==> config.mk <==
export PLATFORM = sky130hd
export DESIGN_NAME = descriptor_attribute_registers
export DESIGN_NICKNAME = d
export VERILOG_FILES = /design/src/descriptor_attribute_registers.v
export VERILOG_INCLUDE_DIRS = /design/src
export SDC_FILE = /design/constraint.sdc
export NUM_CORES = 1
export LEC_CHECK = 0
export BUFFER_PORTS_ARGS = -buffer_cell sky130_fd_sc_hd__buf_2
export CAP_MARGIN = 20
export CORE_MARGIN = 4
export CORE_UTILIZATION = 45
export DETAILED_ROUTE_END_ITERATION = 7
export GPL_ROUTABILITY_DRIVEN = 0
export PLACE_DENSITY = 0.74
export SETUP_SLACK_MARGIN = 0.3
export SLEW_MARGIN = 40
export SYNTH_ARGS = -nofsm -noshare
export SYNTH_HDL_FRONTEND = slang
export SYNTH_SLANG_ARGS = --single-unit
==> constraint.sdc <==
create_clock -name i_sys_clk -period 56.6 [get_ports i_sys_clk]
set_input_delay 8.49 -clock i_sys_clk [delete_from_list [all_inputs] [get_ports i_sys_clk]]
set_output_delay 8.49 -clock i_sys_clk [all_outputs]
set_load 0.02 [all_outputs]
==> src/descriptor_attribute_regs.vh <==
// Register offsets, field positions and fallback values of the descriptor attribute bank.
// Included by the bank module; holds definitions only.
`ifndef DESCRIPTOR_ATTRIBUTE_REGS_VH
`define DESCRIPTOR_ATTRIBUTE_REGS_VH

`define ADDR_FULL_SPEED_DESCRIPTOR_ATTRIBUTES 12'h05C
`define ADDR_STRING_LENGTH_ATTRIBUTES_0       12'h060
`define ADDR_STRING_LENGTH_ATTRIBUTES_1       12'h064
`define ADDR_WAKE_FLAG_ATTRIBUTES             12'h068
`define ADDR_SOFTWARE_SCRATCH_0               12'h06C
`define ADDR_SOFTWARE_SCRATCH_1               12'h070
`define ADDR_SOFTWARE_SCRATCH_2               12'h074
`define ADDR_EMULATION_CONTROL                12'h07C

`define FS_POLL_MSB      23
`define FS_POLL_LSB      16
`define FS_DEV_MSB       15
`define FS_DEV_LSB       8
`define FS_CFG_MSB       7
`define FS_CFG_LSB       0

`define RESET_FS_POLL_INTERVAL 8'h01
`define RESET_LENGTH_FIELD     8'h00
`define RESET_SCRATCH          32'h0000_0000
`define RESET_EMULATION_ENABLE 1'h0

`endif
==> src/descriptor_attribute_registers.v <==
// Descriptor attribute register bank: full-speed lengths and polling interval,
// string lengths, wake flags, three scratch words and an emulation enable.
// Assumes a synchronous register port from logic on i_sys_clk, and image and
// reset-event inputs that come from other clock domains or pins.
// Every output comes from a flip-flop; read data stand for one cycle only.
// Functional notes
// - Full-speed polling interval in bits 23:16, default 01h, top byte reads zero.
// - USB or lite reset reloads polling interval from image, else 01h.
// - Defaults come from EEPROM image if present, else from OTP image.
// - Size and wake flag fields default to 00h without any image.
// - USB or lite reset restores size and flag fields from image, else zero.
// - Attributes drive descriptor processing only when emulating with no EEPROM or OTP.
// - Attribute, flag and scratch registers survive protected resets untouched.
// - String register 0 holds config, serial, product, manufacturer lengths.
// - String register 1 holds interface string length in bits 7:0.
// - Wake flag register holds high flags 15:8 and low flags 7:0.
// - Three read/write scratch words at 06Ch through 077h, reset zero.
//
// The plain strobed port is this design's own decision.
`timescale 1ns/10ps
`default_nettype none
`include "descriptor_attribute_regs.vh"

module descriptor_attribute_registers (
   input  wire        i_sys_clk,
   input  wire        i_sys_rst,
   input  wire [11:0] i_addr,
   input  wire [31:0] i_wdata,
   input  wire        i_wr,
   input  wire        i_rd,
   input  wire        i_eeprom_present,
   input  wire        i_otp_configured,
   input  wire [79:0] i_image,
   input  wire        i_image_load,
   input  wire        i_usb_reset,
   input  wire        i_lite_reset,
   output reg  [31:0] o_rdata,
   output reg         o_attributes_active,
   output reg  [79:0] o_attributes
);

   // Image field order, low to high: cfg, dev, poll, manuf, prod, serial, cfgstr,
   // intf, flags low, flags high. Ten byte fields.
   localparam integer NFIELDS = 10;
   localparam integer POLL_IDX = 2;

   // Register select codes produced by the address decode.
   localparam [3:0] SEL_NONE      = 4'h0;
   localparam [3:0] SEL_FS        = 4'h1;
   localparam [3:0] SEL_STR0      = 4'h2;
   localparam [3:0] SEL_STR1      = 4'h3;
   localparam [3:0] SEL_FLAGS     = 4'h4;
   localparam [3:0] SEL_SCRATCH_0 = 4'h5;
   localparam [3:0] SEL_SCRATCH_1 = 4'h6;
   localparam [3:0] SEL_SCRATCH_2 = 4'h7;
   localparam [3:0] SEL_CONTROL   = 4'h8;

   // Two-stage synchronisers for all inputs from outside the clock domain.
   // The image word crosses as a quasi-static bus: it is held steady around a
   // load, and the load edge comes through the same two stages, so the word
   // has settled in image_b before any logic looks at it.
   reg [4:0]  sync_a;
   reg [4:0]  sync_b;
   reg [79:0] image_a;
   reg [79:0] image_b;
   always @(posedge i_sys_clk or posedge i_sys_rst) begin
      if (i_sys_rst) begin
         sync_a  <= 5'h00;
         sync_b  <= 5'h00;
         image_a <= 80'h0;
         image_b <= 80'h0;
      end else begin
         sync_a  <= {i_eeprom_present, i_otp_configured, i_image_load,
                     i_usb_reset, i_lite_reset};
         sync_b  <= sync_a;
         image_a <= i_image;
         image_b <= image_a;
      end
   end

   wire eeprom_present = sync_b[4];
   wire otp_configured = sync_b[3];
   wire image_load     = sync_b[2];
   wire soft_reset     = sync_b[1] | sync_b[0];

   // An image exists only behind an EEPROM or a configured OTP.
   wire image_source   = eeprom_present | otp_configured;

   // Edge detection on the synchronised load and reset events.
   // Both history bits start low, the idle level of the pins, so no false edge follows reset.
   reg load_q;
   reg soft_q;
   always @(posedge i_sys_clk or posedge i_sys_rst) begin
      if (i_sys_rst) begin
         load_q <= 1'h0;
         soft_q <= 1'h0;
      end else begin
         load_q <= image_load;
         soft_q <= soft_reset;
      end
   end
   wire load_pulse = image_load & ~load_q;
   wire soft_pulse = soft_reset & ~soft_q;

   // Last loaded image is kept so a USB or lite reset can restore it.
   reg        image_valid;
   reg [79:0] image_store;
   always @(posedge i_sys_clk or posedge i_sys_rst) begin
      if (i_sys_rst) begin
         image_valid <= 1'h0;
         image_store <= 80'h0;
      end else if (load_pulse) begin
         // Only an EEPROM or a configured OTP yields an image.
         image_valid <= image_source;
         image_store <= image_b;
      end
   end

   // Fallback value of one field when no image is available.
   // Only the polling interval falls back to a non-zero value.
   function [7:0] fallback;
      input integer idx;
      begin
         if (idx == POLL_IDX)
            fallback = `RESET_FS_POLL_INTERVAL;
         else
            fallback = `RESET_LENGTH_FIELD;
      end
   endfunction

   // Register index decode, shared by write and read paths.
   // Unlisted offsets fall to SEL_NONE, which writes nothing and reads zero.
   function [3:0] decode;
      input [11:0] a;
      begin
         case (a)
            `ADDR_FULL_SPEED_DESCRIPTOR_ATTRIBUTES: decode = SEL_FS;
            `ADDR_STRING_LENGTH_ATTRIBUTES_0:       decode = SEL_STR0;
            `ADDR_STRING_LENGTH_ATTRIBUTES_1:       decode = SEL_STR1;
            `ADDR_WAKE_FLAG_ATTRIBUTES:             decode = SEL_FLAGS;
            `ADDR_SOFTWARE_SCRATCH_0:               decode = SEL_SCRATCH_0;
            `ADDR_SOFTWARE_SCRATCH_1:               decode = SEL_SCRATCH_1;
            `ADDR_SOFTWARE_SCRATCH_2:               decode = SEL_SCRATCH_2;
            `ADDR_EMULATION_CONTROL:                decode = SEL_CONTROL;
            default:                                decode = SEL_NONE;
         endcase
      end
   endfunction

   wire [3:0] wsel = decode(i_addr);
   wire [3:0] rsel = decode(i_addr);

   // Which byte fields a write to the addressed register covers, and the byte
   // of write data each field takes. Reserved bytes are in no field.
   reg [NFIELDS-1:0] wr_field;
   reg [79:0]        wr_bytes;
   always @* begin
      wr_field = {NFIELDS{1'b0}};
      wr_bytes = 80'h0;
      if (i_wr) begin
         // A load, USB or lite reset in the same cycle outranks this write.
         case (wsel)
            SEL_FS: begin
               wr_field[2:0] = 3'h7;
               wr_bytes[23:0] = i_wdata[23:0];
            end
            SEL_STR0: begin
               wr_field[6:3] = 4'hF;
               wr_bytes[55:24] = i_wdata[31:0];
            end
            SEL_STR1: begin
               wr_field[7] = 1'b1;
               wr_bytes[63:56] = i_wdata[7:0];
            end
            SEL_FLAGS: begin
               wr_field[9:8] = 2'h3;
               wr_bytes[79:64] = i_wdata[15:0];
            end
            default: begin
               wr_field = {NFIELDS{1'b0}};
            end
         endcase
      end
   end

   // Attribute fields. Only the system reset and the USB or lite reset touch
   // them; any other protected reset of the chip does not reach this bank.
   // Each byte lives in its own register so that every bit has one driver.
   wire [79:0] attr;
   genvar g;
   generate
      for (g = 0; g < NFIELDS; g = g + 1) begin : field
         reg [7:0] value;
         always @(posedge i_sys_clk or posedge i_sys_rst) begin
            if (i_sys_rst) begin
               value <= fallback(g);
            end else if (load_pulse | soft_pulse) begin
               // A fresh load takes the incoming image; a USB or lite reset
               // takes the stored one.
               if (load_pulse & image_source)
                  value <= image_b[g*8 +: 8];
               else if (soft_pulse & image_valid)
                  value <= image_store[g*8 +: 8];
               else
                  value <= fallback(g);
            end else if (wr_field[g]) begin
               // Writes are accepted regardless of image state; software is
               // expected not to write while an image exists.
               value <= wr_bytes[g*8 +: 8];
            end
         end
         assign attr[g*8 +: 8] = value;
      end
   endgenerate

   // Named views of the attribute bytes, in image order.
   wire [7:0] full_speed_config_desc_length = attr[7:0];
   wire [7:0] full_speed_device_desc_length = attr[15:8];
   wire [7:0] full_speed_poll_interval      = attr[23:16];
   wire [7:0] manufacturer_string_length    = attr[31:24];
   wire [7:0] product_name_string_length    = attr[39:32];
   wire [7:0] serial_number_string_length   = attr[47:40];
   wire [7:0] configuration_string_length   = attr[55:48];
   wire [7:0] interface_string_length       = attr[63:56];
   wire [7:0] gpio_wake_flags_low           = attr[71:64];
   wire [7:0] gpio_wake_flags_high          = attr[79:72];

   // Scratch words; they ignore USB and lite reset, so host software can keep
   // notes across a bus reset. Only the system reset clears them.
   reg [31:0] scratch [0:2];
   always @(posedge i_sys_clk or posedge i_sys_rst) begin
      if (i_sys_rst) begin
         scratch[0] <= `RESET_SCRATCH;
         scratch[1] <= `RESET_SCRATCH;
         scratch[2] <= `RESET_SCRATCH;
      end else if (i_wr) begin
         if (wsel == SEL_SCRATCH_0)
            scratch[0] <= i_wdata;
         if (wsel == SEL_SCRATCH_1)
            scratch[1] <= i_wdata;
         if (wsel == SEL_SCRATCH_2)
            scratch[2] <= i_wdata;
      end
   end

   // Emulation enable. It does not block attribute writes while an image
   // exists; keeping away from them then stays the duty of software.
   reg emulation_enable;
   always @(posedge i_sys_clk or posedge i_sys_rst) begin
      if (i_sys_rst)
         emulation_enable <= `RESET_EMULATION_ENABLE;
      else if (i_wr && (wsel == SEL_CONTROL))
         emulation_enable <= i_wdata[0];
   end

   // Read data, registered, valid the cycle after the read strobe.
   // Unmapped addresses and reserved bits read as zero.
   reg [31:0] next_rdata;
   always @* begin
      next_rdata = 32'h0000_0000;
      case (rsel)
         SEL_FS: next_rdata = {8'h00, full_speed_poll_interval,
                               full_speed_device_desc_length,
                               full_speed_config_desc_length};
         SEL_STR0: next_rdata = {configuration_string_length,
                                 serial_number_string_length,
                                 product_name_string_length,
                                 manufacturer_string_length};
         SEL_STR1: next_rdata = {24'h000000, interface_string_length};
         SEL_FLAGS: next_rdata = {16'h0000, gpio_wake_flags_high, gpio_wake_flags_low};
         SEL_SCRATCH_0: next_rdata = scratch[0];
         SEL_SCRATCH_1: next_rdata = scratch[1];
         SEL_SCRATCH_2: next_rdata = scratch[2];
         // Control word: image source status beside the enable bit.
         SEL_CONTROL: next_rdata = {28'h0000000, eeprom_present, otp_configured,
                                    image_valid, emulation_enable};
         default: next_rdata = 32'h0000_0000;
      endcase
   end

   // Data fall back to zero outside the answer cycle, so stale data never linger.
   always @(posedge i_sys_clk or posedge i_sys_rst) begin
      if (i_sys_rst)
         o_rdata <= 32'h0000_0000;
      else if (i_rd)
         o_rdata <= next_rdata;
      else
         o_rdata <= 32'h0000_0000;
   end

   // Attribute outputs to descriptor processing; registered to keep the
   // outputs glitch free. They only count while emulation applies.
   wire next_attributes_active = emulation_enable & ~image_source;
   always @(posedge i_sys_clk or posedge i_sys_rst) begin
      if (i_sys_rst) begin
         o_attributes_active <= 1'h0;
         // Same bytes the fields hold in reset, so nothing jumps at release.
         o_attributes        <= {56'h0, `RESET_FS_POLL_INTERVAL, 16'h0000};
      end else begin
         o_attributes_active <= next_attributes_active;
         o_attributes        <= attr;
      end
   end

endmodule

`default_nettype wire

# Word-level counts from Yosys, hierarchy flattened

Index checks and enable logic that the tools add are counted.

Input port bits: 133
Word-level logic and storage cells: 119
Register bits after elaboration: 543
Output and inout bits: 113

Bitwise gates (word level): 11
Reductions and logical operators: 14
Equal/unequal tests: 16
Muxes and demuxes: 53

Operators by type and width:

| kind                | count |
|---|---|
| $mux 8              | 41 |
| $pmux 32 s8         | 1 |
| $eq 12x7->1 const B | 8 |
| $mux 80             | 1 |
| $mux 32             | 2 |
| $pmux 4 s8          | 1 |
| $mux 24             | 1 |
| $reduce_bool 2->1   | 10 |
| $eq 4x3->1 const B  | 4 |
| $mux 16             | 1 |
| $mux 10             | 1 |
| $eq 4x2->1 const B  | 2 |
| $reduce_and 2->1    | 3 |
| $and 1x1->1         | 5 |
| $eq 4x1->1 const B  | 1 |
| $eq 4x4->1 const B  | 1 |
| $mux 4              | 1 |
| $mux 3              | 1 |
| $not 1->1           | 3 |
| $or 1x1->1          | 3 |
| $mux 2              | 1 |
| $logic_and 1x1->1   | 1 |
| $mux 1              | 1 |

# Depth between registers and ports, before layout

Depth in word-level cells: 7
Mapped depth: 9

# Worst setup path before layout

No wires, ideal clock.

Path kind: input to register
Start point: input port i_addr[5]
End point: register scratch[10] in the netlist's numbering
Required time: 56.475 ns
Arrival time: 9.863 ns
Stages on the path: 8
Library setup time: 0.125 ns
Buffers on the path: 4
Setup slack: 46.612 ns
Cell sequence: buf_6 > nor3b_4 > and3_1 > buf_6 > and3_4 > buf_6 > buf_12 > mux2_2

Word-level cells in the longest chain between the ends: 4

Ends and longest elaborated chain:

| what                           | line                                 | source |
|---|---|---|
| start: declaration             | descriptor_attribute_registers.v:27  | `input wire [11:0] i_addr,` |
| $eq 12x7->1                    | descriptor_attribute_registers.v:136 | `case (a)` |
| $pmux 4 s8 (*)                 | descriptor_attribute_registers.v:136 |  |
| $eq 4x3->1 (*)                 | descriptor_attribute_registers.v:241 | `if (wsel == SEL_SCRATCH_2)` |
| $reduce_and 2->1 (no line) (*) | -                                    |  |
| end: declaration               | descriptor_attribute_registers.v:230 | `reg [31:0] scratch [0:2];` |

Mark *: on every way between the ends. The rest lies on a longest branch, timed or not.
A chain may end at the register's enable or synchronous reset.

# Worst setup path after layout

Start point: input port i_addr[4]
End point: register scratch[17] in the netlist's numbering

Same word-level chain as after synthesis.

==> summary.md <==
| Metric | Value |
|---|---|
| Port Buffer Count | ~250 |
| Die width | about 220 um |
| Cells after synthesis | 1522 |
| I/O Pins | ~250 |
| Asr flop ratio synth | 1.00 |
| Row cnt | 76 |
| Max Slew Vio Count | 0 |
| Clock latency on the worst-skew pair | between 600 and 700 ps |
| Static Leak | roughly 11 nW |
| Hold buffer count at cts | 0 |
| Dpl cell area | 21300 sq um |
| Part of the power in the clock network | 0.433 |
| Num CTS Buffers | 55 |
| Commonest non-fill, non-tap cell in the layout | dfrtp_1 |
| Final Cell Area | around 23000 sq um |
| Wire per inst | around 22 um |
| Top_reg_cell synth | dfrtp_1 |
| Congestion Overflow GR | 0 |
| DP HPWL | ~34000 um |
| Syn avg cell area | ~13 sq um |
| Post-CTS Resized | 0 |
| Mapped Area | about 20000 sq um |
| Final setup viols | 0 |
| Worst r2r src | load_q$_DFF_PP0_ |
| Max-cap viol count | 0 |
| Largest net degree at the start of global routing | 120 |
| Critical path origin | i_addr[4] |
| DR vias | about 13000 |
| Synth unique cells | 66 |
| Dpl ws | about 45000 ps |
| Drt total wl | roughly 52000 um |
| Synth Area in XOR/XNOR | 0 |
| DR iter-0 viols | 1183 |
| Post-Syn Nets | roughly 1700 |
| Switching pwr | around 230 uW |
| Critical Path AT | about 11000 ps |
| Post-Synth Adder-Cell Area | 0 |
| Initial antenna violation count | 7 |
| Sequential share of the synthesized area | 0.690 |
| Flops & latches, synth | 543 |
| Layout area overhead | 18.7% |
| Antenna Nets Post-Route | 0 |
| Int Power | slightly below 700 uW |
| CTS Sinks | ~540 |
| Nets@finish | approximately 1900 |
| Worst-path clk slew | approximately 60 ps |
| Simple-gate share of the synthesized area | 0.110 |
| Starting Density | 0.456 |
| Number of global-route vias before repair | 13300 |
| Setup crit start kind | input port |
| PD cells | just under 40 nW/um^2 |
| Drt first pass iters | 8 |
| Hold path start | image_a[26]$_DFF_PP0_ |
| Clk root buf | clkbuf_16 |
| Main combinational cell family by area after synthesis | simple AND/OR/NAND/NOR gates |
| Hold Path Class | flip-flop to flip-flop |
| Vias per inst | 5.49 |
| Pin slew with the least headroom to its limit | approximately 890 ps |
| Max Fclk | a little over 0.09 GHz |
| Worst EP required | 57080 ps |
| Final period util | 0.189 |
| Setup TNS | 0 ps |
| Final hold vios | 0 |
| GRT Util Overall | 0.222 |
| Die Area | roughly 47000 sq um |
| CP Max Fanout | 32 |
| Drt drc | 0 |
| Compound-Gate Fraction of Synth Area | 0.0961 |
| Clock Skew | roughly 28 ps |
| Switching Share | 0.251 |
| Core box area | between 40000 and 50000 sq um |
| Outcome | finished clean |
| Synth Warn # | 0 |
| Max Buffers Root-to-Sink | 3 |
| Max incr delay on CP | around 840 ps |
| CTS tree | done |
| Htree depth | 2 |
| VDD IR max | approximately 0.023 mV |
| Setup crit end kind | flip-flop |
| Period minus WS final | ~11000 ps |
| Final setup margin | 45900 ps |
| Rel. slew slack | 0.406 |
| CP cell instances | buf_2 -> and3_1 -> and3_4 -> mux2_2 |
| Post-synth EDFFs | 0 |
| Layout cells sized above 1 | 0.281 |
| Most frequent cells in the layout | dfrtp_1 (541), nand2_1 (357), buf_2 (245), nor2_1 (106), mux2_2 (96) |
| RSZ-0062 raised after global routing | false |
| Reg power frac | 0.482 |
| Worst Setup Path Type | input port to flip-flop |
| Post-synthesis mux area share | 0.0730 |
| Die H | 217 um |
| Post-CTS Setup Bufs | 0 |
| CP max stage cell | and3_1 |
| First-pass GRT wire length | 81000 um |
| Power share of the combinational group | 0.085 |
-- power groups by stage --
stage               clock network, mW  registers (mW)  logic (mW)
global placement                    0           0.450      0.0754
CTS                             0.406           0.445      0.0792
floorplan                           0           0.454      0.0383
finish                          0.399           0.445      0.0788
detailed placement                  0           0.451      0.0786
global route                    0.423           0.448      0.0865
-- final timing paths --
check / end / slack [ps] / cells after the start
worst max-delay path: scratch[17]$_DFFE_PP0P_ / 45900 / 4
worst min-delay path: image_b[26]$_DFF_PP0_ / 330 / 0
worst max register to register: field[0].value[1]$_DFFE_PP0P_ / 53660 / 7
worst min register to register: image_b[26]$_DFF_PP0_ / 330 / 0
max in group asynchronous: field[8].value[1]$_DFFE_PP0P_ / 46800 / 4
min in group asynchronous: image_a[31]$_DFF_PP0_ / 7950 / 2
-- metal layers --
metal / wire length [um] / up-vias / part of all wire / track usage
li1: - / 5726 / - / -
met3: 4540 / 96 / 0.087 / 0.0526
met4: 1560 / 6 / 0.030 / 0.0833
met2: 23700 / 600 / 0.45 / 0.329
met5: 43 / - / 0.00082 / 0
met1: 22400 / 6648 / 0.43 / 0.323
-- synth_stat cells, drive strengths merged, types with 4 or more instances --
cell type	instances	share of area
nor2	109	0.021
o21ai	5	0.0013
a41oi	32	0.018
a31oi	21	0.0070
a221oi	19	0.0084
dfrtp	541	0.69
a311o	4	0.0020
o22ai	4	0.0013
nand3	8	0.0023
nand4	5	0.0019
a32oi	4	0.0018
o211ai	4	0.0015
mux2i	12	0.0061
o2bb2ai	11	0.0049
mux2	113	0.067
a21oi	39	0.0099
nand2	357	0.068
a22oi	47	0.018
clkbuf	29	0.0056
nor2b	8	0.0025
buf	65	0.026
a222oi	18	0.0091
and3	11	0.0038
and2	14	0.0044
a22o	12	0.0053
-- state kept, by name, indices dropped and copies added (netlist names) --
| signal | cells |
|---|---|
| emulation_enable | 1 |
| load_q | 1 |
| image_a | 80 |
| configuration_string_length | 8 |
| image_valid | 1 |
| o_rdata | 32 |
| o_attributes_active | 1 |
| sync_a | 5 |
| sync_b | 5 |
| soft_q | 1 |
| field.value | 72 |
| scratch | 96 |
| image_b | 80 |
| image_store | 80 |
| o_attributes | 80 |
-- worst max-delay path, delay by kind of cell --
kind / cells / cell delay, ps
multiplexers: 1 / 410
AND/OR/NAND/NOR: 2 / 1580
buffers and inverters: 1 / 650
-- through the flow --
step / hold WS (ps) / std cells / total power, mW / util
after detailed placement: 335 / 2273 / 0.529 / 0.493
after global routing: 341 / 2379 / 0.958 / 0.542
final: 330 / 2380 / 0.922 / 0.542
after global placement: 334 / 2271 / 0.526 / 0.491
after floorplan: 331 / 1522 / 0.492 / -
after CTS: 337 / 2375 / 0.930 / 0.541
-- cell families after synthesis --
| family | after synthesis |
|---|---|
| compound gates | 236 |
| buf+inv | 96 |
| flops | 543 |
| mux | 125 |
| simple gates | 522 |
-- cell type report --
| cell class | count | area, sq um |
|---|---|---|
| fill | 3581 | 19800 |
| sequential | 543 | 13600 |
| multi-input combinational | 883 | 5550 |
| clock buffer | 72 | 1580 |
| timing repair buffer | 261 | 1430 |
| tap | 585 | 732 |
| clock inverter | 30 | 460 |
| inverter | 2 | 20.0 |
| antenna | 4 | 10.0 |
No activity file was read; power rests on OpenSTA's default activity.
